**config.mk**
```make
export PLATFORM = sky130hd
export DESIGN_NAME = ehpt_timer
export DESIGN_NICKNAME = d
export VERILOG_FILES = /design/src/ehpt_pkg.sv /design/src/ehpt_tick_if.sv /design/src/ehpt_prescale.sv /design/src/ehpt_sync.sv /design/src/ehpt_timer.sv
export SDC_FILE = /design/constraint.sdc
export NUM_CORES = 1
export LEC_CHECK = 0
export BUFFER_PORTS_ARGS = -buffer_cell sky130_fd_sc_hd__buf_2
export CAP_MARGIN = 20
export CORE_UTILIZATION = 60
export CTS_CLUSTER_DIAMETER = 40
export DETAILED_ROUTE_END_ITERATION = 8
export GPL_TIMING_DRIVEN = 0
export PLACE_DENSITY = 0.85
export SYNTH_ARGS = -nofsm -noshare
export SYNTH_HDL_FRONTEND = slang
export SYNTH_SLANG_ARGS = --single-unit
```
**constraint.sdc**
```tcl
create_clock -name core_clk -period 7.6 [get_ports core_clk]
set_clock_uncertainty 0.15 [all_clocks]
set_input_delay 1.14 -clock core_clk [delete_from_list [all_inputs] [get_ports core_clk]]
set_output_delay 1.14 -clock core_clk [all_outputs]
set_load 0.03 [all_outputs]
```
**src/ehpt_pkg.sv**
```systemverilog
// Constants, register map and types of the interval/PWM timer
package ehpt_pkg;
  localparam int ADDR_W = 18;
  localparam int PRE_W = 12;
  // Register indices; byte address is four times the index
  localparam logic [15:0] IDX_PORT_LATCH = 16'hFF01;
  localparam logic [15:0] IDX_PERIOD = 16'hFF10;
  localparam logic [15:0] IDX_WIDTH = 16'hFF11;
  localparam logic [15:0] IDX_COUNT = 16'hFF12;
  localparam logic [15:0] IDX_PORT_DIR = 16'hFF21;
  localparam logic [15:0] IDX_MODE = 16'hFF6C;
  localparam logic [15:0] IDX_CARRIER = 16'hFF6D;
  // Values after reset
  localparam logic [7:0] RST_MODE = 8'h00;
  localparam logic [7:0] RST_CARRIER = 8'h00;
  localparam logic [7:0] RST_PORT_DIR = 8'hFF;
  localparam logic [7:0] RST_PORT_LATCH = 8'h00;
  localparam logic [7:0] RST_COMPARE = 8'h00;
  // Mode register fields
  localparam int MODE_EN_BIT = 7;
  localparam int MODE_CKS_LSB = 4;
  localparam int MODE_MD_LSB = 2;
  localparam int MODE_TOLEV_BIT = 1;
  localparam int MODE_TOEN_BIT = 0;
  // Carrier control fields
  localparam int CAR_RMC_BIT = 2;
  localparam int CAR_NRZB_BIT = 1;
  localparam int CAR_NRZ_BIT = 0;
  // Port bit that carries the timer output
  localparam int TIMER_PIN_BIT = 6;
  // Count clocks a new width value must age before transfer
  localparam logic [1:0] WIDTH_XFER_TICKS = 2'h3;
  // Prescaler shift per count clock select code, code 7 first
  localparam logic [7:0][3:0] CKS_SHIFT = {4'h0, 4'h9, 4'h7, 4'hC, 4'h6, 4'h4, 4'h2, 4'h0};
  typedef enum logic [1:0] {
    MD_INTERVAL = 2'h0,
    MD_CARRIER = 2'h1,
    MD_PWM = 2'h2,
    MD_PROHIBITED = 2'h3
  } ehpt_mode_type;
  typedef enum logic [1:0] {
    PH_PERIOD = 2'b01,
    PH_WIDTH = 2'b10
  } ehpt_phase_type;
endpackage

```
**src/ehpt_tick_if.sv**
```systemverilog
// Count clock select and tick between top and prescaler
`timescale 1ns/100ps
interface ehpt_tick_if;
  logic [2:0] sel;
  logic tick;
  modport src (input sel, output tick);
  modport sink (output sel, input tick);
endinterface

```
**src/ehpt_prescale.sv**
```systemverilog
// Count clock prescaler: one-cycle tick at the selected rate
`timescale 1ns/100ps
module ehpt_prescale
  import ehpt_pkg::*;
(
  input wire logic core_clk,
  input wire logic rst_n,
  input wire logic ce,
  ehpt_tick_if.src tk
);
  logic [PRE_W-1:0] pre_ff;
  wire [PRE_W-1:0] nxt_pre = pre_ff + {{(PRE_W-1){1'b0}}, 1'b1};
  wire [3:0] shift = CKS_SHIFT[tk.sel];
  wire [PRE_W-1:0] mask = PRE_W'((PRE_W+1)'(1) << shift) - {{(PRE_W-1){1'b0}}, 1'b1};
  assign tk.tick = ce && ((pre_ff & mask) == mask);
  always_ff @(posedge core_clk) begin
    if (!rst_n) begin
      pre_ff <= '0;
    end else if (ce) begin
      pre_ff <= nxt_pre;
    end
  end
endmodule

```
**src/ehpt_sync.sv**
```systemverilog
// Two-stage synchroniser for inputs from outside the clock domain
`timescale 1ns/100ps
module ehpt_sync #(
  parameter int W = 9
) (
  input wire logic core_clk,
  input wire logic rst_n,
  input wire logic ce,
  input wire logic [W-1:0] d_in,
  output logic [W-1:0] q_ff
);
  logic [W-1:0] meta_ff;
  always_ff @(posedge core_clk) begin
    if (!rst_n) begin
      meta_ff <= '0;
      q_ff <= '0;
    end else if (ce) begin
      meta_ff <= d_in;
      q_ff <= meta_ff;
    end
  end
endmodule

```
**src/ehpt_timer.sv**
```systemverilog
// Eight-bit interval/PWM/carrier timer with Avalon-MM register slave
//
// What this block does
// - Remote output: mode0 gives level bit, mode1 gives carrier when level set.
// - Carrier control bit 0 is a read-only status flag.
// - Direction bit 0 drives the pin, 1 releases it as input.
// - Interval mode: period match pulses interrupt and clears counter to 00H.
// - Interval mode ignores the width compare register entirely.
// - Interval mode with output enabled toggles output each match, 50% duty.
// - Counting begins no later than two count clocks after enable; the first count clock is masked.
// - Clearing count enable forces interrupt and output inactive, except carrier mode with RMC 0, where the pin follows the NRZ level.
// - PWM: period and width may both be rewritten while counting; a period write takes effect at once.
// - PWM: period match clears, interrupts, activates; width match deactivates only.
// - PWM period is period value plus one, width is width value plus one.
// - New width value needs three count clocks before transfer.
// - PWM start masks the first count clock; output inactive until first match.
// - Mode field: 00 interval, 01 carrier, 10 PWM, 11 prohibited.
// - Count enable 0 stops and holds counter at zero.
// - Outside carrier mode, output level bit sets inactive level; active level is its opposite.
`timescale 1ns/100ps
module ehpt_timer
  import ehpt_pkg::*;
(
  input wire logic core_clk,
  input wire logic rst_n,
  input wire logic ce,
  input wire logic [ehpt_pkg::ADDR_W-1:0] avs_address,
  input wire logic avs_read,
  input wire logic avs_write,
  input wire logic [31:0] avs_writedata,
  input wire logic [3:0] avs_byteenable,
  output logic [31:0] avs_readdata,
  output logic avs_waitrequest,
  input wire logic [7:0] port1_in,
  input wire logic carrier_pace_in,
  output logic [7:0] port1_out,
  output logic [7:0] port1_oe_n,
  output logic compare_match_interrupt
);
  import ehpt_pkg::*;

  ehpt_tick_if tk ();

  logic wait_ff;
  logic [7:0] rdata_ff;
  logic [7:0] mode_ff;
  logic [7:0] period_ff;
  logic [7:0] width_wr_ff;
  logic [7:0] width_act_ff;
  logic width_pend_ff;
  logic [1:0] width_age_ff;
  logic [7:0] cnt_ff;
  ehpt_phase_type phase_ff;
  logic mask_ff;
  logic tstate_ff;
  logic int_ff;
  logic rmc_ff;
  logic nrzb_ff;
  logic nrz_ff;
  logic pace_q_ff;
  logic pace_req_ff;
  logic pace_s1_ff;
  logic pace_s2_ff;
  logic [7:0] dir_ff;
  logic [7:0] latch_ff;
  logic [7:0] pout_ff;
  logic [7:0] poe_n_ff;
  logic [8:0] sync_q;

  ehpt_sync #(
    .W(9)
  ) u_sync (
    .core_clk(core_clk),
    .rst_n(rst_n),
    .ce(ce),
    .d_in({carrier_pace_in, port1_in}),
    .q_ff(sync_q)
  );

  ehpt_prescale u_pre (
    .core_clk(core_clk),
    .rst_n(rst_n),
    .ce(ce),
    .tk(tk)
  );

  // Mode register fields
  wire en = mode_ff[MODE_EN_BIT];
  wire tolev = mode_ff[MODE_TOLEV_BIT];
  wire toen = mode_ff[MODE_TOEN_BIT];
  wire [1:0] md = mode_ff[MODE_MD_LSB +: 2];
  wire is_pwm = (md == MD_PWM);
  wire is_car = (md == MD_CARRIER);
  assign tk.sel = mode_ff[MODE_CKS_LSB +: 3];

  // Bus decode
  wire [15:0] idx = avs_address[ADDR_W-1:2];
  wire bus_req = avs_read || avs_write;
  wire nxt_wait = !(bus_req && wait_ff);
  wire wr_go = avs_write && !wait_ff && avs_byteenable[0];
  wire [7:0] wd = avs_writedata[7:0];
  wire wr_mode = wr_go && (idx == IDX_MODE);
  wire wr_period = wr_go && (idx == IDX_PERIOD);
  wire wr_width = wr_go && (idx == IDX_WIDTH);
  wire wr_car = wr_go && (idx == IDX_CARRIER);
  wire wr_dir = wr_go && (idx == IDX_PORT_DIR);
  wire wr_latch = wr_go && (idx == IDX_PORT_LATCH);
  // Only count enable may change while running
  wire [7:0] nxt_mode = en ? {wd[MODE_EN_BIT], mode_ff[6:0]} : wd;
  // A stopping write blocks any match on its own edge
  wire stop_now = wr_mode && !wd[MODE_EN_BIT];

  // Compare and count
  wire run_tick = tk.tick && en && !stop_now;
  wire counting = run_tick && !mask_ff;
  wire [7:0] target = (phase_ff == PH_WIDTH) ? width_act_ff : period_ff;
  wire match = (cnt_ff == target);
  wire hit_period = counting && match && (phase_ff == PH_PERIOD);
  wire hit_width = counting && match && (phase_ff == PH_WIDTH);
  wire clr_cnt = hit_period || (hit_width && is_car);
  wire [7:0] nxt_cnt = clr_cnt ? 8'h00 : cnt_ff + 8'h01;
  wire width_xfer = width_pend_ff && (width_age_ff == WIDTH_XFER_TICKS) && (hit_period || hit_width);

  // Carrier pacing
  wire pace_rise = sync_q[8] && !pace_q_ff;
  wire nxt_pace_req = pace_rise || (pace_req_ff && !tk.tick);
  wire nrz_xfer = tk.tick && pace_s2_ff && is_car;

  // Output level
  wire remote = rmc_ff ? (nrz_ff && tstate_ff) : nrz_ff;
  wire timer_lvl = is_car ? remote : (tstate_ff ^ tolev);
  wire pin_lvl = toen ? timer_lvl : tolev;

  wire [7:0] nxt_pout;
  wire [7:0] port_rd;
  genvar gi;
  generate
    for (gi = 0; gi < 8; gi++) begin : g_pin
      assign nxt_pout[gi] = latch_ff[gi] | ((gi == TIMER_PIN_BIT) ? pin_lvl : 1'b0);
      assign port_rd[gi] = dir_ff[gi] ? sync_q[gi] : latch_ff[gi];
    end
  endgenerate

  wire [7:0] car_rd = {5'h00, rmc_ff, nrzb_ff, nrz_ff};
  wire [7:0] rd_val = (idx == IDX_MODE) ? mode_ff :
                      (idx == IDX_PERIOD) ? period_ff :
                      (idx == IDX_WIDTH) ? width_wr_ff :
                      (idx == IDX_COUNT) ? cnt_ff :
                      (idx == IDX_CARRIER) ? car_rd :
                      (idx == IDX_PORT_DIR) ? dir_ff :
                      (idx == IDX_PORT_LATCH) ? port_rd : 8'h00;

  // Bus slave
  always_ff @(posedge core_clk) begin
    if (!rst_n) begin
      wait_ff <= 1'b1;
      rdata_ff <= 8'h00;
    end else if (ce) begin
      wait_ff <= nxt_wait;
      rdata_ff <= rd_val;
    end
  end

  // Software registers
  always_ff @(posedge core_clk) begin
    if (!rst_n) begin
      mode_ff <= RST_MODE;
      period_ff <= RST_COMPARE;
      dir_ff <= RST_PORT_DIR;
      latch_ff <= RST_PORT_LATCH;
      rmc_ff <= RST_CARRIER[CAR_RMC_BIT];
      nrzb_ff <= RST_CARRIER[CAR_NRZB_BIT];
    end else if (ce) begin
      if (wr_mode) mode_ff <= nxt_mode;
      if (wr_period) period_ff <= wd;
      if (wr_dir) dir_ff <= wd;
      if (wr_latch) latch_ff <= wd;
      if (wr_car) begin
        rmc_ff <= wd[CAR_RMC_BIT];
        nrzb_ff <= wd[CAR_NRZB_BIT];
      end
    end
  end

  // Width staging; a write always restarts the age count
  always_ff @(posedge core_clk) begin
    if (!rst_n) begin
      width_wr_ff <= RST_COMPARE;
      width_act_ff <= RST_COMPARE;
      width_pend_ff <= 1'b0;
      width_age_ff <= 2'h0;
    end else if (ce) begin
      if (width_xfer) width_act_ff <= width_wr_ff;
      if (wr_width) begin
        width_wr_ff <= wd;
        width_pend_ff <= 1'b1;
        width_age_ff <= 2'h0;
      end else if (width_xfer) begin
        width_pend_ff <= 1'b0;
      end else if (wr_mode && en && !wd[MODE_EN_BIT]) begin
        width_pend_ff <= 1'b0;
      end else if (tk.tick && width_pend_ff && width_age_ff != WIDTH_XFER_TICKS) begin
        width_age_ff <= width_age_ff + 2'h1;
      end
    end
  end

  // Counter, compare phase and output state
  always_ff @(posedge core_clk) begin
    if (!rst_n) begin
      cnt_ff <= 8'h00;
      phase_ff <= PH_PERIOD;
      mask_ff <= 1'b1;
      tstate_ff <= 1'b0;
      int_ff <= 1'b0;
    end else if (ce) begin
      int_ff <= clr_cnt;
      if (!en) begin
        cnt_ff <= 8'h00;
        phase_ff <= PH_PERIOD;
        mask_ff <= 1'b1;
        tstate_ff <= 1'b0;
      end else begin
        if (run_tick) mask_ff <= 1'b0;
        if (counting) cnt_ff <= nxt_cnt;
        if (hit_period) begin
          tstate_ff <= (is_pwm || is_car) ? 1'b1 : !tstate_ff;
          if (is_pwm || is_car) phase_ff <= PH_WIDTH;
        end else if (hit_width) begin
          tstate_ff <= 1'b0;
          phase_ff <= PH_PERIOD;
        end
      end
    end
  end

  // Carrier status transfer and pins
  always_ff @(posedge core_clk) begin
    if (!rst_n) begin
      pace_q_ff <= 1'b0;
      pace_req_ff <= 1'b0;
      pace_s1_ff <= 1'b0;
      pace_s2_ff <= 1'b0;
      nrz_ff <= RST_CARRIER[CAR_NRZ_BIT];
      pout_ff <= 8'h00;
      poe_n_ff <= RST_PORT_DIR;
    end else if (ce) begin
      pace_q_ff <= sync_q[8];
      pace_req_ff <= nxt_pace_req;
      if (tk.tick) begin
        pace_s1_ff <= pace_req_ff;
        pace_s2_ff <= pace_s1_ff;
      end
      if (nrz_xfer) nrz_ff <= nrzb_ff;
      pout_ff <= nxt_pout;
      poe_n_ff <= dir_ff;
    end
  end

  assign avs_readdata = {24'h000000, rdata_ff};
  assign avs_waitrequest = wait_ff;
  assign port1_out = pout_ff;
  assign port1_oe_n = poe_n_ff;
  assign compare_match_interrupt = int_ff;

  chk_stop_holds_zero: assert property (@(posedge core_clk) disable iff (!rst_n)
    (ce && !en) |=> (cnt_ff == 8'h00))
    else $error("counter not held at zero while stopped");
  chk_stop_inactive: assert property (@(posedge core_clk) disable iff (!rst_n)
    (ce && !en) |=> (!compare_match_interrupt && !tstate_ff))
    else $error("interrupt or output active while stopped");
  chk_interval_clear: assert property (@(posedge core_clk) disable iff (!rst_n)
    (ce && counting && match && md == MD_INTERVAL) |=> (compare_match_interrupt && cnt_ff == 8'h00))
    else $error("interval match did not clear and interrupt");
  chk_interval_toggle: assert property (@(posedge core_clk) disable iff (!rst_n)
    (ce && hit_period && md == MD_INTERVAL) |=> (tstate_ff != $past(tstate_ff)))
    else $error("interval match did not toggle output");
  chk_interval_no_width: assert property (@(posedge core_clk) disable iff (!rst_n)
    (md == MD_INTERVAL && en) |-> (phase_ff == PH_PERIOD))
    else $error("width compare used in interval mode");
  chk_pwm_width_match: assert property (@(posedge core_clk) disable iff (!rst_n)
    (ce && hit_width && is_pwm) |=> (!tstate_ff && !compare_match_interrupt && cnt_ff == $past(cnt_ff) + 8'h01))
    else $error("width match misbehaved in PWM mode");
  chk_first_tick_mask: assert property (@(posedge core_clk) disable iff (!rst_n)
    (ce && run_tick && mask_ff) |=> (!mask_ff && cnt_ff == 8'h00 && !tstate_ff))
    else $error("first count clock not masked");
  chk_width_age: assert property (@(posedge core_clk) disable iff (!rst_n)
    (ce && width_xfer && !wr_width) |=> (width_act_ff == $past(width_wr_ff) && width_age_ff == 2'h3))
    else $error("width transferred before three count clocks");
  chk_status_ro: assert property (@(posedge core_clk) disable iff (!rst_n)
    (ce && wr_car && !nrz_xfer) |=> (nrz_ff == $past(nrz_ff)))
    else $error("status flag changed by a bus write");
  chk_dir_enable: assert property (@(posedge core_clk) disable iff (!rst_n)
    ce |=> (port1_oe_n == $past(dir_ff)))
    else $error("pin enable does not follow direction register");
  chk_bus_answer: assert property (@(posedge core_clk) disable iff (!rst_n)
    (ce && bus_req && avs_waitrequest) |=> !avs_waitrequest)
    else $error("bus request not answered in one cycle");
endmodule

```
Word-level counts from Yosys, hierarchy flattened
Memories as Yosys holds them, arrays and structs flattened. A register that Yosys moved wholly into a read port is not among the register bits. Index checks and enable logic that the tools add are counted.

Bits of input ports: 68. Logic and storage cells: 162. ROM bits: 32. Register bits: 126. Memories kept: 1.

Eq/ne operators: 21. Bitwise logic cells: 4. Add/subtract/negate cells: 4. Order comparisons: 1. Reductions and logical operators: 60. Shifts and indexed selects: 1. Multiplexer cells: 42.

Memories: (no name shown) (depth 8, bits a word 4, read ports 1, clocked after Yosys merged registers in 1, write ports 0, RTL line ehpt_prescale.sv:13) `wire [3:0] shift = CKS_SHIFT[tk.sel];`.

Operator list (count): equality test 16 bit, second input constant (7); 2-to-1 mux 8 bit (11); logical AND 1 bit (29); AND reduction 2 bit (13); 2-to-1 mux 1 bit (20); 2-to-1 mux 2 bit (8); adder 12 x 1 -> 12 bit, second input constant (1); bitwise AND 12 bit (1); equality test 12 bit (1); left shift 1 x 4 -> 12 bit, first input constant (1); subtractor 12 x 1 -> 12 bit, second input constant (1); adder 8 x 1 -> 8 bit, second input constant (1); equality test 8 bit (1); zero test 1 bit (8); equality test 2 bit, second input constant (3); 2-to-1 mux 3 bit (2); inequality test 2 bit, second input constant (3); AND reduction 3 bit (2); logical OR 1 bit (5); equality test 2 x 1 -> 1 bit, second input constant (2); < comparator 3 x 4 -> 1 bit, second input constant (1); 2-to-1 mux 4 bit (1); inequality test 2 x 1 -> 1 bit, second input constant (2); AND reduction 4 bit (1); 8 further kinds (8).

Longest topological paths before layout
Depth after elaboration: 17. Mapped depth: 13.

Cells and area by module
Synthesis repeated with hierarchy kept, for this count alone.

Cells, all modules: 776. Area total of the unflattened synthesis: 6668.9 um2.

By module, submodules not included: ehpt_timer (times used 1, seq. area each 1921.8 um2, cells an instance 585, area an instance 4880.9 um2); ehpt_prescale (times used 1, seq. area each 240.2 um2, cells an instance 134, area an instance 1099.8 um2); ehpt_sync (times used 1, seq. area each 360.3 um2, cells an instance 57, area an instance 688.2 um2).

Worst setup path after synthesis
No wires, ideal clock.

Path kind: input to register. From: in avs_address[3] (netlist name). To: reg, netlist name u_pre.shift[0]. Data arrival time: 3629 ps. Path slack: 3706 ps. Stages on the path: 11. Path through: buf_6 -> or4b_4 -> or4_4 -> buf_6 -> or3_1 -> buf_6 -> mux2i_1 -> nor2b_1 -> inv_1 -> ha_1 -> and3_1.

RTL lines: start, declared (RTL line ehpt_timer.sv:27) `input wire logic [ehpt_pkg::ADDR_W-1:0] avs_address,`.

==> impl_metrics.json <==
{
  "status": "finished clean",
  "p_comb_share_pct": 6.7,
  "hpwl_mm": 13.21,
  "max_cap_viol_count": 0,
  "viasPerCell": 5.839,
  "slew_viol_final": 0,
  "synth_seq_cells": 130,
  "post-route-min-period_ns": 3.721,
  "holdCritStartpoint": "port1_oe_n[0]",
  "gr-usage-all-layers_pct": 33.16,
  "power_switching_w": 0.0003892,
  "crit_type": "reg2reg",
  "ant_nets": 0,
  "period_share_pct": 48.96,
  "yosysUniqueCellTypes": 70,
  "cts.sinks": 130,
  "slew_headroom_pct": 28.98,
  "cts_tree": "yes",
  "clk_path_buf_depth": 2,
  "p_seq_share_pct": 44.8,
  "fillers": 768,
  "grt_max_degree": 17,
  "fin_cells": 1005,
  "postCtsSetupRepairBufs": 0,
  "p_leak_nw": 3.361,
  "synth_edf_count": 0,
  "diodes": 0,
  "switching_share_pct": 25.11,
  "synth.area.top_cells": "dfxtp_1, mux2i_1, nor2b_1",
  "setup_viol": 0,
  "nets": 932,
  "post_route_cells_drive_above_1_share_pct": 17.26,
  "syn-cell-area_mm2": 0.006601,
  "power.density_mw_per_mm2": 200.5,
  "die_height_um": 106.9,
  "ioPinCount": 118,
  "peakVddDrop_uv": 178.7,
  "ys_warn_count": 0,
  "critPathMaxFanout": 10,
  "place_area_mm2": 0.007178,
  "min_path_type": "reg2reg",
  "start_util_pct": 62.82,
  "htreeDepth": 4,
  "post-route-drc-count": 0,
  "die_x_um": 106.9,
  "final_cell_area_mm2": 0.007731,
  "critPathRequiredTime_ns": 7.87,
  "max_freq_mhz": 268.7,
  "intPower_w": 0.001161,
  "rsz0062_at_grt": "no",
  "rows": 37,
  "die_area_mm2": 0.01143,
  "overflow": 0,
  "end_kind": "register",
  "grt_first_pass_wirelength_mm": 28.70,
  "num_vias": 5868,
  "yosysSeqAreaShare_pct": 39.42,
  "wl_mm": 17.77,
  "cp-startpoint": "u_pre.shift[3]",
  "wire_per_inst_um": 17.68,
  "critPathArrivalTime_ns": 4.00,
  "antenna_found_initial": 0,
  "numCtsBuffers": 17,
  "port-buffer-count": 62,
  "register_area_mm2": 0.002603,
  "clk-insertion-delay-late_ns": 0.53,
  "post_cts_resized": 0,
  "synthArstFlopShare_pct": 0,
  "synth-main-ff-cell": "dfxtp_1",
  "grt_pass1_vias": 5602,
  "synth_top_area_cell": "dfxtp_1",
  "holdBufCountCts": 0,
  "synth_area_per_cell_um2": 8.802,
  "rr_startpoint": "u_pre.shift[3]",
  "dp_cells": 973,
  "place.gp.congestion": 0.9876,
  "setup_tns_ns": 0,
  "core_area_mm2": 0.01051,
  "multi_input_area_mm2": 0.003602,
  "hold_viol": 0,
  "p_clk_share_pct": 48.5,
  "synthCells": 750,
  "cts-root-buf": "clkbuf_8",
  "drt_iter0_drc": 439,
  "startpoint_type": "register",
  "area_delta_synth_final_pct": 17.12,
  "path_clk_slew_ns": 0.06,
  "worst_pin_slew_ns": 1.056,
  "yosys.area.top_type_share_pct": 39.42,
  "first_pass_iters": 5
}
## Yosys cell counts (all sizes together), types with 3 or more instances
cell type,instances
dfxtp,130
nand2,103
mux2i,67
nor2b,65
buf,33
clkbuf,32
nor2,28
a21oi,27
inv,26
a21boi,21
o21ai,19
nand3,18
and2,16
xnor2,15
nor3,12
and3,9
a21o,8
ha,8
xor2,8
a221oi,7
nand4,7
o211ai,7
or4,6
nand2b,5
nand3b,5
nor4,5
o2111ai,5
o31ai,5
o21a,4
o22ai,4
a211o,3
a211oi,3
a31oi,3
o221ai,3
o2bb2ai,3
or2,3
or3,3
## layout by cell type, fill, tap and decap left out, types with 4 or more instances in the layout
| cell type | count |
|---|---|
| dfxtp_1 | 130 |
| nand2_1 | 102 |
| buf_2 | 67 |
| mux2i_1 | 67 |
| nor2b_1 | 65 |
| clkbuf_1 | 31 |
| nor2_1 | 27 |
| a21oi_1 | 26 |
| inv_1 | 25 |
| buf_4 | 24 |
| conb_1 | 24 |
| a21boi_0 | 21 |
| nand3_1 | 18 |
| o21ai_0 | 18 |
| and2_1 | 16 |
| clkbuf_16 | 16 |
| xnor2_1 | 15 |
| and3_1 | 9 |
| xor2_1 | 8 |
| nor3_1 | 8 |
| a21o_1 | 8 |
| ha_1 | 8 |
| o211ai_1 | 7 |
| a221oi_1 | 7 |
| nand4_1 | 6 |
| buf_6 | 5 |
| clkbuf_8 | 5 |
| or4_1 | 5 |
| nor4_1 | 5 |
| nand2b_1 | 5 |
| nand3b_1 | 5 |
| inv_6 | 5 |
| nor3_2 | 4 |
| o22ai_1 | 4 |
| o2111ai_1 | 4 |
| o21a_1 | 4 |
| o31ai_1 | 4 |
## final cells by class
type | instances | share of cell area [%]
well taps | 136 | 2.201
clock inverters | 12 | 1.262
clock buffers | 20 | 5.891
inverters | 26 | 1.262
plain buffers | 65 | 4.985
repair buffers | 64 | 4.143
multi-input cells | 552 | 46.59
flip-flops and latches | 130 | 33.66
## metal layers
| layer | track usage (%) | wire length (um) | share of wire, % | vias to the layer above |
|---|---|---|---|---|
| li1 | - | - | - | 2773 |
| met1 | 41.01 | 7493 | 42 | 2746 |
| met2 | 53.41 | 8250 | 46 | 296 |
| met3 | 8.511 | 1292 | 7.3 | 53 |
| met4 | 16.63 | 736 | 4.1 | 0 |
| met5 | 0 | 0 | 0 | - |
## logic make-up (layout without fill, tap and decap cells)
| family | after synthesis | count (layout) | share of synthesized area [%] |
|---|---|---|---|
| flops | 130 | 130 | 39.42 |
| xor+xnor | 23 | 23 | 3.052 |
| simple gates | 294 | 294 | 23.54 |
| compound gates | 135 | 135 | 14.71 |
| fa+ha+maj | 8 | 8 | 1.516 |
| buf+inv | 91 | 187 | 7.316 |
| mux | 68 | 68 | 10.39 |
| other cells | 1 | 24 | 0.05681 |
## stage by stage
step                util, %  power [W]  hold WS [ns]  worst slack (ns)
floorplan                 -  0.0007779        0.2890             3.706
global placement      68.21  0.0008094        0.3000             3.543
detailed placement    68.31  0.0008117        0.3119             3.463
CTS                   73.57   0.001553        0.3236             3.933
global route          73.57   0.001593        0.3525             3.628
finish                73.57   0.001550        0.3243             3.879
## flip-flops by register name, summed over array words and instances (netlist names), 2 cells and up
| name | flops |
|---|---|
| period_ff | 8 |
| port1_out | 8 |
| latch_ff | 8 |
| u_sync.meta_ff | 9 |
| mode_ff | 8 |
| width_act_ff | 8 |
| phase_ff | 2 |
| u_pre.pre_ff | 12 |
| port1_oe_n | 8 |
| width_age_ff | 2 |
| u_sync.q_ff | 9 |
| width_wr_ff | 8 |
| rdata_ff | 8 |
| u_pre.shift | 4 |
| cnt_ff | 8 |
| dir_ff | 8 |
## power by group through the flow
stage | sequential (W) | clock [W] | combinational (W)
after global routing | 0.000695 | 0.000787 | 0.000111
after global placement | 0.000709 | 0 | 0.000100
after floorplan | 0.000710 | 0 | 0.0000675
after CTS | 0.000695 | 0.000756 | 0.000103
final | 0.000695 | 0.000751 | 0.000104
after detailed placement | 0.000709 | 0 | 0.000102
## worst max-delay path, stage by stage (launching register included)
cell	delay (ns)
dfxtp_1	0.29
clkbuf_1	0.18
nor2_1	0.29
nand3_1	0.12
ha_1	0.19
clkbuf_1	0.21
inv_1	0.13
nor4_1	0.06
a211o_1	0.26
or4_1	0.60
nor3_2	0.33
nand4_2	0.42
mux2i_1	0.31
nor2b_1	0.06
## final timing paths
kind                                        end  slack, ns  cells after the start
worst max-delay path            width_act_ff[5]       3.88                     13
worst min-delay path              port1_oe_n[0]       0.32                      2
worst max register to register  width_act_ff[5]       3.88                     13
worst min register to register    port1_oe_n[0]       0.32                      2
(Power assumes the default switching activity.)
